## src/rtl/dsm_pkg.sv

```systemverilog
// Purpose: shared constants and types for the drive state machine
// Assumes: one 100 MHz clock, synchronous active-low reset
// Notes:   register offsets index 32-bit words on the plain register port
package dsm_pkg;

  localparam int unsigned CLK_HZ     = 100_000_000;
  localparam int unsigned INIT_NS    = 1000;
  localparam int unsigned INIT_CYC   = (INIT_NS * (CLK_HZ / 1_000_000) + 999) / 1000;
  localparam int unsigned QSTOP_US   = 100;
  localparam int unsigned QSTOP_CYC  = QSTOP_US * (CLK_HZ / 1_000_000);
  localparam int unsigned FREACT_US  = 100;
  localparam int unsigned FREACT_CYC = FREACT_US * (CLK_HZ / 1_000_000);

  localparam logic [3:0] ADDR_CMD    = 4'h0;
  localparam logic [3:0] ADDR_CFG    = 4'h1;
  localparam logic [3:0] ADDR_STATUS = 4'h2;
  localparam logic [3:0] ADDR_CTRL   = 4'h3;

  localparam int unsigned CFG_QSOPT_LSB = 0;
  localparam int unsigned CFG_LOCAL_BIT = 4;
  localparam int unsigned CFG_T16_BIT   = 5;
  localparam logic [2:0]  QSOPT_RESET   = 3'h2;

  typedef enum logic [2:0] {
    DSM_CMD_NONE     = 3'h0,
    DSM_CMD_SHUTDOWN = 3'h1,
    DSM_CMD_SWITCHON = 3'h2,
    DSM_CMD_DISVOLT  = 3'h3,
    DSM_CMD_QSTOP    = 3'h4,
    DSM_CMD_DISOP    = 3'h5,
    DSM_CMD_ENOP     = 3'h6,
    DSM_CMD_FRESET   = 3'h7
  } dsm_cmd_t;

  typedef enum logic [8:0] {
    DSM_ST_INIT     = 9'h001,
    DSM_ST_NOTREADY = 9'h002,
    DSM_ST_SODIS    = 9'h004,
    DSM_ST_READY    = 9'h008,
    DSM_ST_SWON     = 9'h010,
    DSM_ST_OPEN     = 9'h020,
    DSM_ST_QSTOP    = 9'h040,
    DSM_ST_FREACT   = 9'h080,
    DSM_ST_FAULT    = 9'h100
  } dsm_state_t;

endpackage : dsm_pkg

```

## src/rtl/dsm_core.sv

```systemverilog
// Purpose: drive-profile state automaton for one servo axis
// Assumes: pins pass two flops here; register port is on sys_clk
// Notes:   transition 16 off unless enabled by config bit
//
// Contract
// - transition 5: disable operation drops drive function, power unchanged
// - transition 6: shutdown from switched on drops high-level power
// - transition 7: quick stop or disable voltage, ready to off, no action
// - transition 8: shutdown from operation drops drive and power
// - transition 9: disable voltage from operation drops drive and power
// - transition 10: disable voltage or quick stop from switched on drops power
// - transition 11: quick stop from operation starts quick stop
// - transition 12: quick stop done (option 0-4) or disable voltage drops all
// - transition 13: fault enters fault reaction
// - transition 14: fault reaction end enters fault, drops drive and power
// - transition 15: fault reset leaves fault only when no fault present
// - transition 16: enable operation in quick stop, option 5-8, re-enables
// - transition 16 is optional and off by default
// - axis enable needs safe stop interlock active
// - drive function only in operation, quick stop, fault reaction
// - reset runs init then moves automatically to switch on disabled
// - switch on powers up; enable operation enables drive, clears set-points
`timescale 1ns/1ps
`default_nettype none
module dsm_core
  import dsm_pkg::*;
#(
  parameter int unsigned TWIDTH     = 24,
  parameter int unsigned INIT_CNT   = dsm_pkg::INIT_CYC,
  parameter int unsigned QSTOP_CNT  = dsm_pkg::QSTOP_CYC,
  parameter int unsigned FREACT_CNT = dsm_pkg::FREACT_CYC
) (
  input  wire logic        sys_clk,
  input  wire logic        rst_n,
  input  wire logic [3:0]  reg_addr,
  input  wire logic [31:0] reg_wdata,
  input  wire logic        reg_wr,
  input  wire logic        reg_rd,
  output logic      [31:0] reg_rdata,
  input  wire logic [2:0]  local_cmd,
  input  wire logic        local_cmd_stb,
  input  wire logic        fault_in,
  input  wire logic        safe_stop_interlock,
  output logic             drive_enable,
  output logic             hl_power_on,
  output logic             quick_stop_run,
  output logic             fault_react_run,
  output logic             setpoint_clear,
  output logic             comm_active
);

  // pin synchronisers
  logic [1:0] fault_sync;
  logic [1:0] sto_sync;
  logic [2:0] lcmd_s1;
  logic [2:0] lcmd_s2;
  logic [2:0] lstb_sync;

  always_ff @(posedge sys_clk)
  begin
    if (!rst_n)
    begin
      fault_sync <= 2'h0;
      sto_sync   <= 2'h0;
      lcmd_s1    <= 3'h0;
      lcmd_s2    <= 3'h0;
      lstb_sync  <= 3'h0;
    end
    else
    begin
      fault_sync <= {fault_sync[0], fault_in};
      sto_sync   <= {sto_sync[0], safe_stop_interlock};
      lcmd_s1    <= local_cmd;
      lcmd_s2    <= lcmd_s1;
      lstb_sync  <= {lstb_sync[1:0], local_cmd_stb};
    end
  end

  wire fault_now = fault_sync[1];
  wire sto_ok    = sto_sync[1];
  // rising edge taken from the second and third flops only
  wire lstb_rise = lstb_sync[1] & ~lstb_sync[2];

  // config and command registers
  logic [5:0] cfg;
  logic [2:0] sw_cmd;
  logic       sw_cmd_stb;
  logic       fault_latched;
  dsm_state_t state;
  dsm_state_t next_state;

  // option field four bits wide so that codes 5 to 8 all fit
  wire [3:0] qs_opt   = cfg[CFG_QSOPT_LSB +: 4];
  wire       local_md = cfg[CFG_LOCAL_BIT];
  wire       t16_en   = cfg[CFG_T16_BIT];
  wire       wr_cmd   = reg_wr && (reg_addr == ADDR_CMD);
  wire       wr_cfg   = reg_wr && (reg_addr == ADDR_CFG);
  wire       wr_ctrl  = reg_wr && (reg_addr == ADDR_CTRL);

  always_ff @(posedge sys_clk)
  begin
    if (!rst_n)
    begin
      cfg        <= {3'h0, QSOPT_RESET};
      sw_cmd     <= DSM_CMD_NONE;
      sw_cmd_stb <= 1'b0;
    end
    else
    begin
      if (wr_cfg)
        cfg <= reg_wdata[5:0];
      sw_cmd_stb <= wr_cmd;
      if (wr_cmd)
        sw_cmd <= reg_wdata[2:0];
    end
  end

  // command source select: local pins or register port
  wire       cmd_valid = local_md ? lstb_rise : sw_cmd_stb;
  wire [2:0] cmd_raw   = local_md ? lcmd_s2 : sw_cmd;
  dsm_cmd_t  cmd;
  assign cmd = cmd_valid ? dsm_cmd_t'(cmd_raw) : DSM_CMD_NONE;

  function automatic logic opt_in(input logic [3:0] v, input logic [3:0] lo);
    opt_in = (v >= lo) && (v <= lo + 4'h3);
  endfunction

  // codes above 8 neither end nor resume: only disable voltage or a fault leaves
  wire qs_auto_stop = opt_in(qs_opt, 4'h1) || (qs_opt == 4'h0);
  wire qs_hold      = opt_in(qs_opt, 4'h5);

  // timer shared by init, quick stop and fault reaction
  logic              tmr_load;
  logic [TWIDTH-1:0] tmr_val;
  logic              tmr_done;
  logic              init_loaded;
  // init count goes in during the first cycle after reset release
  wire               init_tmr_load = !init_loaded;
  wire               tmr_run = (state == DSM_ST_INIT) || (state == DSM_ST_QSTOP)
                             || (state == DSM_ST_FREACT);

  dsm_timer #(
    .WIDTH (TWIDTH)
  ) u_timer (
    .sys_clk  (sys_clk),
    .rst_n    (rst_n),
    .load     (tmr_load),
    .load_val (tmr_val),
    .run      (tmr_run),
    .done     (tmr_done)
  );

  // next-state logic
  always_comb
  begin
    next_state = state;
    unique case (state)
      DSM_ST_INIT:
        if (tmr_done)
          next_state = DSM_ST_NOTREADY;
      DSM_ST_NOTREADY:
        next_state = DSM_ST_SODIS;
      DSM_ST_SODIS:
        if (cmd == DSM_CMD_SHUTDOWN)
          next_state = DSM_ST_READY;
      DSM_ST_READY:
        if (cmd == DSM_CMD_SWITCHON)
          next_state = DSM_ST_SWON;
        else if (cmd == DSM_CMD_QSTOP || cmd == DSM_CMD_DISVOLT)
          next_state = DSM_ST_SODIS;
      DSM_ST_SWON:
        if (cmd == DSM_CMD_ENOP && sto_ok)
          next_state = DSM_ST_OPEN;
        else if (cmd == DSM_CMD_SHUTDOWN)
          next_state = DSM_ST_READY;
        else if (cmd == DSM_CMD_DISVOLT || cmd == DSM_CMD_QSTOP)
          next_state = DSM_ST_SODIS;
      DSM_ST_OPEN:
        if (cmd == DSM_CMD_DISOP)
          next_state = DSM_ST_SWON;
        else if (cmd == DSM_CMD_SHUTDOWN)
          next_state = DSM_ST_READY;
        else if (cmd == DSM_CMD_DISVOLT)
          next_state = DSM_ST_SODIS;
        else if (cmd == DSM_CMD_QSTOP)
          next_state = DSM_ST_QSTOP;
      DSM_ST_QSTOP:
        if (tmr_done && qs_auto_stop)
          next_state = DSM_ST_SODIS;
        else if (cmd == DSM_CMD_DISVOLT)
          next_state = DSM_ST_SODIS;
        else if (cmd == DSM_CMD_ENOP && t16_en && qs_hold && sto_ok)
          next_state = DSM_ST_OPEN;
      DSM_ST_FREACT:
        if (tmr_done)
          next_state = DSM_ST_FAULT;
      DSM_ST_FAULT:
        if (cmd == DSM_CMD_FRESET && !fault_now)
          next_state = DSM_ST_SODIS;
      default:
        next_state = DSM_ST_INIT;
    endcase
    // fault overrides any command this cycle
    if (fault_now && state != DSM_ST_FREACT && state != DSM_ST_FAULT
        && state != DSM_ST_INIT)
      next_state = DSM_ST_FREACT;
  end

  always_comb
  begin
    tmr_load = 1'b0;
    tmr_val  = '0;
    if (init_tmr_load)
    begin
      tmr_load = 1'b1;
      tmr_val  = TWIDTH'(INIT_CNT);
    end
    else if (next_state != state && next_state == DSM_ST_QSTOP)
    begin
      tmr_load = 1'b1;
      tmr_val  = TWIDTH'(QSTOP_CNT);
    end
    else if (next_state != state && next_state == DSM_ST_FREACT)
    begin
      tmr_load = 1'b1;
      tmr_val  = TWIDTH'(FREACT_CNT);
    end
  end

  always_ff @(posedge sys_clk)
  begin
    if (!rst_n)
    begin
      state         <= DSM_ST_INIT;
      init_loaded   <= 1'b0;
      fault_latched <= 1'b0;
    end
    else
    begin
      state       <= next_state;
      init_loaded <= 1'b1;
      // hardware set wins over software clear
      if (fault_now)
        fault_latched <= 1'b1;
      else if (wr_ctrl && reg_wdata[0])
        fault_latched <= 1'b0;
    end
  end

  // outputs
  wire drv_state = (state == DSM_ST_OPEN) || (state == DSM_ST_QSTOP)
                 || (state == DSM_ST_FREACT);
  wire pwr_state = (state == DSM_ST_SWON) || drv_state;

  always_ff @(posedge sys_clk)
  begin
    if (!rst_n)
    begin
      drive_enable    <= 1'b0;
      hl_power_on     <= 1'b0;
      quick_stop_run  <= 1'b0;
      fault_react_run <= 1'b0;
      setpoint_clear  <= 1'b0;
      comm_active     <= 1'b0;
    end
    else
    begin
      drive_enable    <= (next_state == DSM_ST_OPEN || next_state == DSM_ST_QSTOP
                         || next_state == DSM_ST_FREACT) && sto_ok;
      hl_power_on     <= (next_state == DSM_ST_SWON || next_state == DSM_ST_OPEN
                         || next_state == DSM_ST_QSTOP
                         || next_state == DSM_ST_FREACT);
      quick_stop_run  <= (next_state == DSM_ST_QSTOP);
      fault_react_run <= (next_state == DSM_ST_FREACT);
      setpoint_clear  <= (next_state == DSM_ST_OPEN) && (state != DSM_ST_OPEN);
      comm_active     <= (state != DSM_ST_INIT);
    end
  end

  // read port, data one cycle after strobe
  logic [31:0] rd_mux;
  assign rd_mux = (reg_addr == ADDR_CMD)    ? {29'h0, sw_cmd} :
                  (reg_addr == ADDR_CFG)    ? {26'h0, cfg} :
                  (reg_addr == ADDR_STATUS) ? {16'h0, 2'h0, sto_ok, fault_now,
                                               fault_latched, drv_state, pwr_state,
                                               state} :
                  32'h0;

  always_ff @(posedge sys_clk)
  begin
    if (!rst_n)
      reg_rdata <= 32'h0;
    else if (reg_rd)
      reg_rdata <= rd_mux;
    else
      reg_rdata <= 32'h0;
  end

  // assertions
  a_drive_states_only: assert property (@(posedge sys_clk) disable iff (!rst_n)
    drive_enable |-> drv_state)
    else $error("drive enabled outside allowed state");
  a_interlock_gate: assert property (@(posedge sys_clk) disable iff (!rst_n)
    !$past(sto_ok) |-> !drive_enable)
    else $error("drive enabled without interlock");
  a_disop_keeps_power: assert property (@(posedge sys_clk) disable iff (!rst_n)
    (state == DSM_ST_OPEN && next_state == DSM_ST_SWON) |=> hl_power_on && !drive_enable)
    else $error("disable operation changed power");
  a_shutdown_power: assert property (@(posedge sys_clk) disable iff (!rst_n)
    (state == DSM_ST_SWON && next_state == DSM_ST_READY) |=> !hl_power_on)
    else $error("shutdown kept power on");
  a_fault_first: assert property (@(posedge sys_clk) disable iff (!rst_n)
    (fault_now && state == DSM_ST_OPEN) |=> state == DSM_ST_FREACT)
    else $error("fault did not enter reaction");
  a_fault_reset_blk: assert property (@(posedge sys_clk) disable iff (!rst_n)
    (state == DSM_ST_FAULT && fault_now) |=> state != DSM_ST_SODIS)
    else $error("left fault while fault present");
  a_freact_to_fault: assert property (@(posedge sys_clk) disable iff (!rst_n)
    (state == DSM_ST_FREACT && tmr_done) |=> state == DSM_ST_FAULT ##1 !drive_enable)
    else $error("fault reaction did not end in fault");
  a_qstop_entry: assert property (@(posedge sys_clk) disable iff (!rst_n)
    (state == DSM_ST_OPEN && cmd == DSM_CMD_QSTOP && !fault_now) |=> quick_stop_run)
    else $error("quick stop not started");
  a_t16_off: assert property (@(posedge sys_clk) disable iff (!rst_n)
    (state == DSM_ST_QSTOP && !t16_en) |=> state != DSM_ST_OPEN)
    else $error("return from quick stop while disabled");
  a_setpoint_on_entry: assert property (@(posedge sys_clk) disable iff (!rst_n)
    (state == DSM_ST_SWON && next_state == DSM_ST_OPEN) |=> setpoint_clear)
    else $error("set-points not cleared on enable");
  a_power_states_only: assert property (@(posedge sys_clk) disable iff (!rst_n)
    hl_power_on |-> pwr_state)
    else $error("power on outside allowed state");

  c_enable_path: cover property (@(posedge sys_clk) disable iff (!rst_n)
    state == DSM_ST_SWON ##1 state == DSM_ST_OPEN);
  c_quick_stop_done: cover property (@(posedge sys_clk) disable iff (!rst_n)
    state == DSM_ST_QSTOP ##1 state == DSM_ST_SODIS);
  c_fault_cycle: cover property (@(posedge sys_clk) disable iff (!rst_n)
    state == DSM_ST_FAULT ##1 state == DSM_ST_SODIS);
  c_fault_reaction: cover property (@(posedge sys_clk) disable iff (!rst_n)
    state == DSM_ST_FREACT ##1 state == DSM_ST_FAULT);

endmodule // dsm_core
`default_nettype wire

```

## src/rtl/dsm_timer.sv

```systemverilog
// Purpose: one-shot down counter timing init, quick stop and fault reaction
// Assumes: load and run come from the same clock domain
// Notes:   done is a one-cycle pulse when the count reaches zero
`timescale 1ns/1ps
`default_nettype none
module dsm_timer #(
  parameter int unsigned WIDTH = 24
) (
  input  wire logic             sys_clk,
  input  wire logic             rst_n,
  input  wire logic             load,
  input  wire logic [WIDTH-1:0] load_val,
  input  wire logic             run,
  output logic                  done
);

  logic [WIDTH-1:0] count;
  logic             armed;
  wire              at_zero = (count == '0);

  always_ff @(posedge sys_clk)
  begin
    if (!rst_n)
    begin
      count <= '0;
      armed <= 1'b0;
      done  <= 1'b0;
    end
    else if (load)
    begin
      count <= load_val;
      armed <= 1'b1;
      done  <= 1'b0;
    end
    else
    begin
      done <= armed && run && at_zero;
      if (armed && run && at_zero)
        armed <= 1'b0;
      else if (armed && run)
        count <= count - 1'b1;
    end
  end

endmodule // dsm_timer
`default_nettype wire

```

## config.mk

```make
export PLATFORM = sky130hd
export DESIGN_NAME = dsm_core
export DESIGN_NICKNAME = d
export VERILOG_FILES = /design/src/rtl/dsm_pkg.sv /design/src/rtl/dsm_core.sv /design/src/rtl/dsm_timer.sv
export SDC_FILE = /design/constraint.sdc
export NUM_CORES = 1
export LEC_CHECK = 0
export ABC_AREA = 1
export BUFFER_PORTS_ARGS = -buffer_cell sky130_fd_sc_hd__buf_2
export CORE_ASPECT_RATIO = 1.1
export CORE_UTILIZATION = 51
export DETAILED_ROUTE_END_ITERATION = 7
export PLACE_DENSITY = 0.78
export SETUP_SLACK_MARGIN = 0.4
export SYNTH_ARGS = -nofsm -noshare
export SYNTH_HDL_FRONTEND = slang
export SYNTH_HIERARCHICAL = 1
export SYNTH_SLANG_ARGS = --single-unit
```

## constraint.sdc

```tcl
create_clock -name sys_clk -period 2 [get_ports sys_clk]
set_input_delay 0.4 -clock sys_clk [delete_from_list [all_inputs] [get_ports sys_clk]]
set_output_delay 0.4 -clock sys_clk [all_outputs]
set_load 0.03 [all_outputs]
```

Word level (Yosys, flattened, before mapping)
Index checks and enable logic that the tools add are counted.
- add/subtract/negate cells: 1
- order comparisons: 4
- eq/ne operators: 29
- mux-type cells: 37
- bitwise logic cells: 5
- reductions and logical operators: 46
- operators by type and width (cell ; number):
    two-way mux 9 bit ; 16
    case mux 9 bit (9 select lines) ; 1
    two-way mux 24 bit ; 3
    two-way mux 14 bit ; 3
    logical NOT 24 bit ; 1
    subtractor 24 x 1 -> 24 bit, second input constant ; 1
    logical AND 1 bit ; 21
    equality test 9 x 5 -> 1 bit, second input constant ; 2
    equality test 9 x 6 -> 1 bit, second input constant ; 2
    equality test 9 x 7 -> 1 bit, second input constant ; 2
    equality test 9 x 8 -> 1 bit, second input constant ; 2
    equality test 3 bit, second input constant ; 4
    logical OR 1 bit ; 12
    two-way mux 6 bit ; 2
    equality test 9 x 1 -> 1 bit, second input constant ; 1
    equality test 9 x 2 -> 1 bit, second input constant ; 1
    equality test 9 x 3 -> 1 bit, second input constant ; 1
    equality test 9 x 4 -> 1 bit, second input constant ; 1
    equality test 9 bit, second input constant ; 1
    two-way mux 1 bit ; 9
    two-way mux 3 bit ; 3
    != test 9 x 1 -> 1 bit, second input constant ; 1
    != test 9 x 6 -> 1 bit, second input constant ; 1
    != test 9 x 8 -> 1 bit, second input constant ; 1
    other kinds (21) ; 30
- flip-flop bits (word level): 98
- input port bits: 46
- output and inout bits: 38
- word-level logic and storage cells: 146

Longest topological paths before layout
Gate-level depths: netlist of the first run.
- depth in word-level cells: 20
- depth in mapped cells: 18
- mapped depth without buffers: 16

Cells and area by module
Netlist of the first run, hierarchy kept.
- modules (own cells, without submodules) (module ; instances ; cells an instance ; area each (um2) ; seq. area each (um2)):
    dsm_core ; 1 ; 373 ; 2610.0 ; 1081.0
    dsm_timer ; 1 ; 324 ; 1916.8 ; 520.5

Worst setup path before layout of the first run
No wires, ideal clock.
- kind: register -> register
- from: register state[6]
- to: register u_timer.count[4]
- setup time: 0.073 ns
- arrival time: 2.103 ns
- data required time: 1.927 ns
- slack: -0.176 ns
- cell stages (with the launch flop): 17
- path buffers: 2
- period minus slack after synthesis: 2.176 ns
- cells stage by stage: dfxtp_1 > nor2_1 > nand2_1 > nor2_1 > nand2_1 > nand2_1 > nor2_1 > nand3_2 > nand2_1 > inv_2 > nand4_1 > nand3_1 > inv_1 > buf_2 > clkbuf_1 > o21ai_0 > nor3_2
- word-level cells in the longest chain between the ends: 13
- elaborated cells between the ends (all ways): 51
- those cells by class: eq/ne (16); mux (24); reduce/logical (11)
- ends and longest elaborated chain (item ; line ; source):
    start, declared ; dsm_core.sv:89 ; dsm_state_t state;
    start signal, assigned ; dsm_core.sv:240 ; state <= next_state;
    two-way mux 9 bit ; dsm_core.sv:185 ; else if (cmd == DSM_CMD_QSTOP)
    two-way mux 9 bit ; dsm_core.sv:183 ; else if (cmd == DSM_CMD_DISVOLT)
    two-way mux 9 bit ; dsm_core.sv:181 ; else if (cmd == DSM_CMD_SHUTDOWN)
    two-way mux 9 bit ; dsm_core.sv:179 ; if (cmd == DSM_CMD_DISOP)
    case mux 9 bit (9 select lines) ; dsm_core.sv:157 ; unique case (state)
    two-way mux 9 bit ; dsm_core.sv:204 ; if (fault_now && state != DSM_ST_FREACT && state != DSM_ST_FAULT
    != test 9 bit / equality test 9 x 8 -> 1 bit (equally long branches) ; dsm_core.sv:218, dsm_core.sv:223 ;
    logical AND 1 bit ; dsm_core.sv:223 ; else if (next_state != state && next_state == DSM_ST_FREACT)
    two-way mux 1 bit ; dsm_core.sv:223 ;
    two-way mux 1 bit (*) ; dsm_core.sv:218 ; else if (next_state != state && next_state == DSM_ST_QSTOP)
    two-way mux 1 bit (*) ; dsm_core.sv:213 ; if (init_tmr_load)
    via tmr_load ; dsm_core.sv:133 ; logic tmr_load;
    != test 2 bit (no line) / nonzero test 2 bit (equally long branches) ; - ;
    AND reduction 2 bit (no line) ; - ;
    end signal, assigned ; dsm_timer.sv:31 ; count <= load_val;
    end signal, assigned ; dsm_timer.sv:41 ; count <= count - 1'b1;
    end, declared ; dsm_timer.sv:17 ; logic [WIDTH-1:0] count;
The timed path passes the listed nets; every way through them passes the cells marked *.
A chain may end at the register's enable or synchronous reset.

Worst setup path in the final report of the first run
- from: register cfg[4]
- to: register u_timer.count[5]
- word-level cells in the longest chain between the ends: 18
- elaborated cells between the ends (all ways): 45
- those cells by class: eq/ne (11); mux (24); reduce/logical (10)
- ends and longest elaborated chain (item ; line ; source):
    start, declared ; dsm_core.sv:85 ; logic [5:0] cfg;
    start signal, assigned ; dsm_core.sv:104 ; cfg <= {3'h0, QSOPT_RESET};
    start signal, assigned ; dsm_core.sv:111 ; cfg <= reg_wdata[5:0];
    two-way mux 3 bit / two-way mux 1 bit (equally long branches) ; dsm_core.sv:120, dsm_core.sv:119 ;
    two-way mux 3 bit (*) ; dsm_core.sv:122 ; assign cmd = cmd_valid ? dsm_cmd_t'(cmd_raw) : DSM_CMD_NONE;
    equality test 3 bit ; dsm_core.sv:172, dsm_core.sv:192 ;
    logical AND 1 bit (3 in a row) ; dsm_core.sv:192 ; else if (cmd == DSM_CMD_ENOP && t16_en && qs_hold && sto_ok)
    two-way mux 9 bit ; dsm_core.sv:192 ;
    two-way mux 9 bit ; dsm_core.sv:190 ; else if (cmd == DSM_CMD_DISVOLT)
    two-way mux 9 bit ; dsm_core.sv:188 ; if (tmr_done && qs_auto_stop)
    case mux 9 bit (9 select lines) (*) ; dsm_core.sv:157 ;
    two-way mux 9 bit (*) ; dsm_core.sv:204 ;
    != test 9 bit / equality test 9 x 8 -> 1 bit (equally long branches) ; dsm_core.sv:218, dsm_core.sv:223 ;
    logical AND 1 bit ; dsm_core.sv:223 ;
    two-way mux 1 bit ; dsm_core.sv:223 ;
    two-way mux 1 bit (*) ; dsm_core.sv:218 ;
    two-way mux 1 bit (*) ; dsm_core.sv:213 ;
    via tmr_load ; dsm_core.sv:133 ;
    != test 2 bit (no line) / nonzero test 2 bit (equally long branches) ; - ;
    AND reduction 2 bit (no line) ; - ;
Marked as above.

==> results_dict.tcl, run 1 <==
set metrics [dict create \
    outcome "finished, violations left" \
    violations "negative setup slack" \
    dpl.hpwl_um 8700 \
    r2r_end "u_timer/count[5]$_SDFFE_PN0P_" \
    ctsHoldBuffers 0 \
    crit_fanout 11 \
    place.gp.congestion 1.01 \
    cts_max_level 3 \
    holdPathStages 3 \
    final_cells 967 \
    grt_pass1_vias 5099 \
    vias 5244 \
    crit_chain "buf_6 -> nand3_4 -> nand2_8 -> nand3_4 -> nor2_4 -> nand3_1 -> nand2_1 -> nand2_2 -> nand4_1 -> nand3_2 -> buf_4 -> buf_6 -> buf_12 -> nand2_1 -> nand2_1 -> nand2_2 -> a21oi_1" \
    grt_use_total 0.314 \
    dp.cells 918 \
    syn_avg_cell_area_um2 6.49 \
    clock_skew_ns 0.0110 \
    drv_cap 0 \
    worstSetupEndpointType "register" \
    drive_above_1_share 0.359 \
    fmax_ghz 0.408 \
    postRouteWirelength_um 15700 \
    rrSetupSlack_ns -0.45 \
    setup_viol 28 \
    maxSlewViolCount 0 \
    gr-total-overflow 0 \
    crit_path_start "cfg[4]$_SDFFE_PN0P_" \
    die_x_um 91.8 \
    routedWlPerCell_um 16.3 \
    slowest_delay_ns 0.42 \
    synthXorXnorAreaFrac 0.0116 \
    antenna_found_initial 0 \
    die-area_um2 9260 \
    initialDrtViolationCount 380 \
    worst_pin_slew_ns 0.753 \
    min_from "fault_in" \
    grt_max_degree 21 \
    synth_compound_area_frac 0.0923 \
    worstPathRequired_ns 2.22 \
    critical_path_class "reg -> reg" \
    crit_arrival_ns 2.67 \
    core_area_um2 8500 \
    tritoncts "yes" \
    period_minus_slack_ns 2.45 \
    grt_pass1_wl_um 22800 \
    antenna_left 0 \
    synth_top_family_by_area "simple AND/OR/NAND/NOR gates" \
    synthMuxAreaShare 0 \
    hold_viol 0 \
    clkLatencyLatePin_ns 0.37 \
    via_per_inst 5.42 \
    post_synth_fa_ha_maj_area_fraction 0.00553 \
    synth-seq-area-share 0.354 \
    power.density_nw_per_um2 588 \
    timing.final.ws_setup_ns -0.454 \
    maxSlewHeadroom 0.498 \
    ctsRootBufferMaster "clkbuf_8" \
    initial_core_util 0.533 \
    clk_pin_slew_ns 0.09 \
    row_count 35 \
    syn_area_um2 4530 \
    cp_common_cell "nand2_1" \
    ys_types 39 \
    yosys_warnings 6 \
    worst_r2r_path_depth 17 \
    diodes 0 \
    netlist_instances 697 \
    rsz0062_at_grt "yes" \
    first_pass_iters 6 \
    final_net_count 899 \
    crit_path_top_delay_cell "dfxtp_4" \
    clock_sinks 80 \
    area_growth_pct 43.3 \
    synth_simple_gate_area_frac 0.409 \
    critPathLaunchType "register" \
    hold_end "fault_sync[0]$_SDFF_PN0_" \
    die_y_um 101 \
    finalSetupTns_ns -9.34 \
    irDropWorstVdd_v 0.000336 \
    synth-seq-cells 80 \
    fin_crit_sh 1.23 \
    drc 0 \
    num_io_pins 84 \
    port_buffers 39 \
    clock_path_buffers 2 \
    whs_ns 0.218 \
    power.leakage_nw 3.19 \
    cts_inserted_buffers 9 \
    timing.rr.start "cfg[4]$_SDFFE_PN0P_" \
    worstHoldPathType "in -> reg" \
]
## synthesized netlist by cell type
master / number / area share
inv_1: 83 / 0.069
nor3_1: 7 / 0.0077
dfxtp_1: 80 / 0.35
inv_2: 6 / 0.0050
nand2_1: 184 / 0.15
a32oi_1: 1 / 0.0019
nand2_4: 3 / 0.0075
o21a_1: 1 / 0.0017
inv_6: 1 / 0.0019
ha_1: 2 / 0.0055
xor2_1: 6 / 0.012
clkbuf_1: 8 / 0.0066
nor2_2: 14 / 0.019
nand4_1: 8 / 0.011
nor2_4: 4 / 0.0099
or2_1: 1 / 0.0014
o211ai_1: 2 / 0.0033
a21oi_1: 30 / 0.033
nor3_2: 5 / 0.011
o21ai_0: 28 / 0.031
buf_6: 3 / 0.0075
o31ai_1: 2 / 0.0033
conb_1: 1 / 0.00083
nand3_1: 50 / 0.055
nand4_2: 2 / 0.0055
o21ai_4: 1 / 0.0036
buf_4: 20 / 0.033
a31oi_1: 2 / 0.0028
nand3_2: 6 / 0.013
nor2_1: 108 / 0.090
nand2_2: 11 / 0.015
or2_2: 2 / 0.0028
a21boi_0: 2 / 0.0033
o21bai_1: 1 / 0.0017
o21ai_1: 1 / 0.0011
nand3b_1: 4 / 0.0066
clkinv_4: 1 / 0.0019
buf_2: 2 / 0.0022
o22ai_1: 4 / 0.0055
## cell usage in the layout (no fill, tap or decap), types with 6 or more instances in the layout
cell type	count
a21oi_1	21
a21oi_2	8
buf_2	39
buf_4	75
buf_6	20
clkbuf_8	10
conb_1	34
dfxtp_1	72
inv_1	78
inv_2	9
nand2_1	166
nand2_2	19
nand2_4	11
nand3_1	33
nand3_2	19
nand4_1	8
nor2_1	79
nor2_2	21
nor2_4	26
nor3_2	7
o21ai_0	17
o21ai_1	10
xor2_1	6
## worst max-delay path: cells and delay by family, from the launching register on
| family | cells | cell delay [ns] |
|---|---|---|
| buffers and inverters | 4 | 0.54 |
| AO/OA/AOI/OAI | 1 | 0.06 |
| flip-flops | 1 | 0.42 |
| AND/OR/NAND/NOR | 12 | 1.27 |
## sequential cells by signal, summed over array words and instances, names as in the netlist, 2 cells and up
signal	flops
reg_rdata	14
sw_cmd	3
lcmd_s1	3
sto_sync	2
lstb_sync	3
lcmd_s2	3
fault_sync	2
cfg	6
u_timer/count	24
state	9
## worst max-delay path by stage
stage / to
after floorplan: u_timer/count[15]$_SDFFE_PN0P_
after global placement: u_timer/count[10]$_SDFFE_PN0P_
after detailed placement: u_timer/count[14]$_SDFFE_PN0P_
after CTS: u_timer/count[8]$_SDFFE_PN0P_
after global routing: u_timer/count[5]$_SDFFE_PN0P_
final: u_timer/count[5]$_SDFFE_PN0P_
## metrics by stage
step | utilization | worst slack (ns) | cell area (um^2) | power, mW
finish | 0.764 | -0.454 | 6490 | 3.82
global route | 0.764 | -0.537 | 6490 | 3.98
CTS | 0.721 | -0.116 | 6120 | 3.74
detailed placement | 0.635 | -0.327 | 5400 | 2.38
global placement | 0.635 | -0.258 | 5400 | 2.36
floorplan | - | -0.0107 | 4740 | 2.25
## metal layers
layer	track usage	wire, um	up-vias
met1	0.325	5570	2441
met4	0.198	914	0
li1	-	-	2447
met2	0.578	8110	273
met5	0	0	-
met3	0.0656	1150	83
## power by group
group | internal, mW | switching [mW] | leakage, nW | total (mW)
combinational | 0.276 | 0.525 | 2.43 | 0.801
sequential | 1.64 | 0.0651 | 0.657 | 1.71
clock | 0.629 | 0.678 | 0.105 | 1.31
## what timing repair did
item	4_1_cts	5_1_grt
pin swaps	32	37
setup buffers	21	10
gates cloned	1	1
endpoints found under the setup margin	36	39
gates resized for setup	94	65
## cell type report
type,count,area [um^2]
Clock buffer,10,138
Clock inverter,6,75.1
Fill cell,577,2010
Inverter,91,362
Multi-Input combinational cell,526,2980
Sequential cell,80,1620
Tap cell,111,139
Timing Repair Buffer,143,1170
## cells by family after synthesis
family,count (synthesis)
buffers and inverters,124
flip-flops,80
adder cells (fa/ha/maj),2
XOR/XNOR,6
other,1
AO/OA/AOI/OAI,75
AND/OR/NAND/NOR,409
Note: power is estimated with default switching activity, not from simulation.
==> run 2: changes to the inputs <==
Settings changed: ABC_AREA 1 to unset, CORE_UTILIZATION 51 to 50, PLACE_DENSITY 0.78 to 0.77.
==> results_dict.tcl, run 2 <==
set metrics [dict create \
    critPathLaunchType "register" \
    r2r_end "u_timer/count[22]$_SDFFE_PN0P_" \
    worstPathRequired_ns 2.26 \
    drc 0 \
    first_pass_iters 5 \
    whs_ns 0.225 \
    die_x_um 91.8 \
    critical_path_class "reg -> reg" \
    dpl.hpwl_um 10100 \
    grt_use_total 0.322 \
    critPathCapture "u_timer/count[22]$_SDFFE_PN0P_" \
    synth_area_leaders "dfxtp_1 36%, nor2_1 3.7%, and2_1 3.5%" \
    timing.rr.start "state[4]$_SDFF_PN0_" \
    synth-seq-cells 80 \
    synth_top_cells_by_count "80 x dfxtp_1, 44 x nor2_1, 30 x o21ai_0, 29 x nand2_1, 25 x and2_1" \
    crit_cells 11 \
    yosysTopAreaCell "dfxtp_1" \
    cts_max_level 3 \
    gr-total-overflow 0 \
    vias 4955 \
    netlist_instances 536 \
    crit_path_start "state[4]$_SDFF_PN0_" \
    ys_types 70 \
    initialDrtViolationCount 263 \
    setup_viol 37 \
    fmax_ghz 0.301 \
    core_area_um2 8500 \
    cts_inserted_buffers 9 \
    ctsHoldBuffers 0 \
    clock_sinks 80 \
    routedWlPerCell_um 17.5 \
    slowest_delay_ns 0.53 \
    antenna_found_initial 0 \
    rsz0062_at_grt "yes" \
    ctsRootBufferMaster "clkbuf_8" \
    power.density_nw_per_um2 533 \
    area_growth_pct 47.9 \
    synth-seq-area-share 0.361 \
    clock_skew_ns 0.0136 \
    worstHoldPathType "in -> reg" \
    worstSetupEndpointType "register" \
    outcome "finished, violations left" \
    clock_path_buffers 2 \
    num_io_pins 84 \
    reg_top3 "u_timer/count x24, reg_rdata x14, state x9" \
    die-area_um2 9250 \
    tritoncts "yes" \
    clk_pin_slew_ns 0.10 \
    async_flop_share 0 \
    synth-edff-count 0 \
    synth_ff_type "dfxtp_1" \
    place.gp.congestion 0.931 \
    grt_pass1_vias 4809 \
    final_common_cell "buf_4" \
    syn_area_um2 4440 \
    crit_chain "or4_4 -> or4_4 -> a2111oi_4 -> nor2_1 -> nor2_1 -> o211ai_1 -> a2111oi_4 -> o21ai_2 -> buf_6 -> or3_4 -> o2111a_1" \
    crit_arrival_ns 3.58 \
    worst_r2r_path_depth 11 \
    rrSetupSlack_ns -1.32 \
    grt_max_degree 33 \
    crit_fanout 5 \
    drv_cap 0 \
    port_buffers 39 \
    drive_above_1_share 0.409 \
    yosys_warnings 6 \
    seq_area_um2 1620 \
    yosys.area.top_type_share 0.361 \
    crit_buf_inv 1 \
    yosysMostFrequentCell "dfxtp_1" \
    maxSlewHeadroom 0.610 \
    syn_avg_cell_area_um2 8.28 \
    layout_common_cells "139 x buf_4, 72 x dfxtp_1, 39 x buf_2" \
    grt_pass1_wl_um 23100 \
    top_register "u_timer/count" \
    diodes 0 \
    clkLatencyLatePin_ns 0.37 \
    initial_core_util 0.522 \
    largest_reg_flops 24 \
    nFillCells 587 \
    worst_pin_slew_ns 0.579 \
    power.leakage_nw 2.81 \
    period_minus_slack_ns 3.32 \
    fin_crit_sh 1.66 \
    irDropWorstVdd_v 0.000414 \
    finalSetupTns_ns -36.54 \
    violations "negative setup slack" \
    hold_viol 0 \
    antenna_left 0 \
    via_per_inst 5.84 \
    holdPathStages 2 \
    row_count 35 \
    postRouteWirelength_um 14900 \
    final_net_count 781 \
    die_y_um 101 \
    maxSlewViolCount 0 \
    crit_path_top_delay_cell "or4_4" \
    timing.final.ws_setup_ns -1.32 \
    multi_input_area_um2 3050 \
    critical-path-top-delay-family "simple AND/OR/NAND/NOR gates" \
]
[run 2: cells by family (layout without fill, tap and decap cells)]
family	count (synthesis)	after routing	synth area share
buffers and inverters	57	226	0.0660
DFF	80	80	0.361
muxes	8	8	0.0181
adders and majority gates	2	2	0.00564
and+or+nand+nor	246	246	0.321
other	1	34	0.000845
xor gates and xnor gates	13	13	0.0257
AOI/OAI and AO/OA	129	129	0.201
[run 2: worst min path at each step]
stage	start	endpoint	slack, ns
finish	local_cmd[2]	lcmd_s1[2]$_SDFF_PN0_	0.23
global route	fault_in	fault_sync[0]$_SDFF_PN0_	0.22
detailed placement	fault_sync[0]$_SDFF_PN0_	fault_sync[1]$_SDFF_PN0_	0.42
floorplan	fault_sync[0]$_SDFF_PN0_	fault_sync[1]$_SDFF_PN0_	0.41
CTS	local_cmd[2]	lcmd_s1[2]$_SDFF_PN0_	0.22
global placement	fault_sync[0]$_SDFF_PN0_	fault_sync[1]$_SDFF_PN0_	0.42
[run 2: per-stage QoR]
stage	utilization	power, mW	worst slack [ns]	area (um^2)	std cells
6_report	0.772	3.50	-1.32	6560	849
5_1_grt	0.772	3.63	-1.39	6560	849
4_1_cts	0.755	3.50	-1.14	6410	846
3_5_place_dp	0.683	2.23	-1.40	5800	810
3_3_place_gp	0.683	2.21	-1.28	5800	810
2_1_floorplan	-	2.04	-1.10	4720	569
[run 2: report_power, final]
part / switching, mW / total, mW / internal [mW]
Combinational: 0.298 / 0.543 / 0.246
Clock: 0.654 / 1.27 / 0.621
Sequential: 0.0400 / 1.68 / 1.64
Total: 0.992 / 3.50 / 2.51
[run 2: layer usage]
| metal | vias to the layer above | wire (um) | track usage |
|---|---|---|---|
| met1 | 2361 | 5800 | 0.367 |
| met5 | - | 0 | 0 |
| met2 | 210 | 7440 | 0.565 |
| met4 | 0 | 821 | 0.213 |
| met3 | 79 | 815 | 0.0460 |
| li1 | 2305 | - | - |
[run 2: layout make-up]
cell class / count / area share
Timing Repair Buffer: 199 / 0.229
Clock buffer: 11 / 0.0215
Multi-Input combinational cell: 432 / 0.465
Tap cell: 111 / 0.0212
Sequential cell: 80 / 0.247
Inverter: 11 / 0.00629
Clock inverter: 5 / 0.00973
[run 2: repair_timing]
item                       4_1_cts  5_1_grt
pin swaps                       21       12
buffers inserted                20        3
setup endpoints to repair       42       42
gates resized for setup         70       32
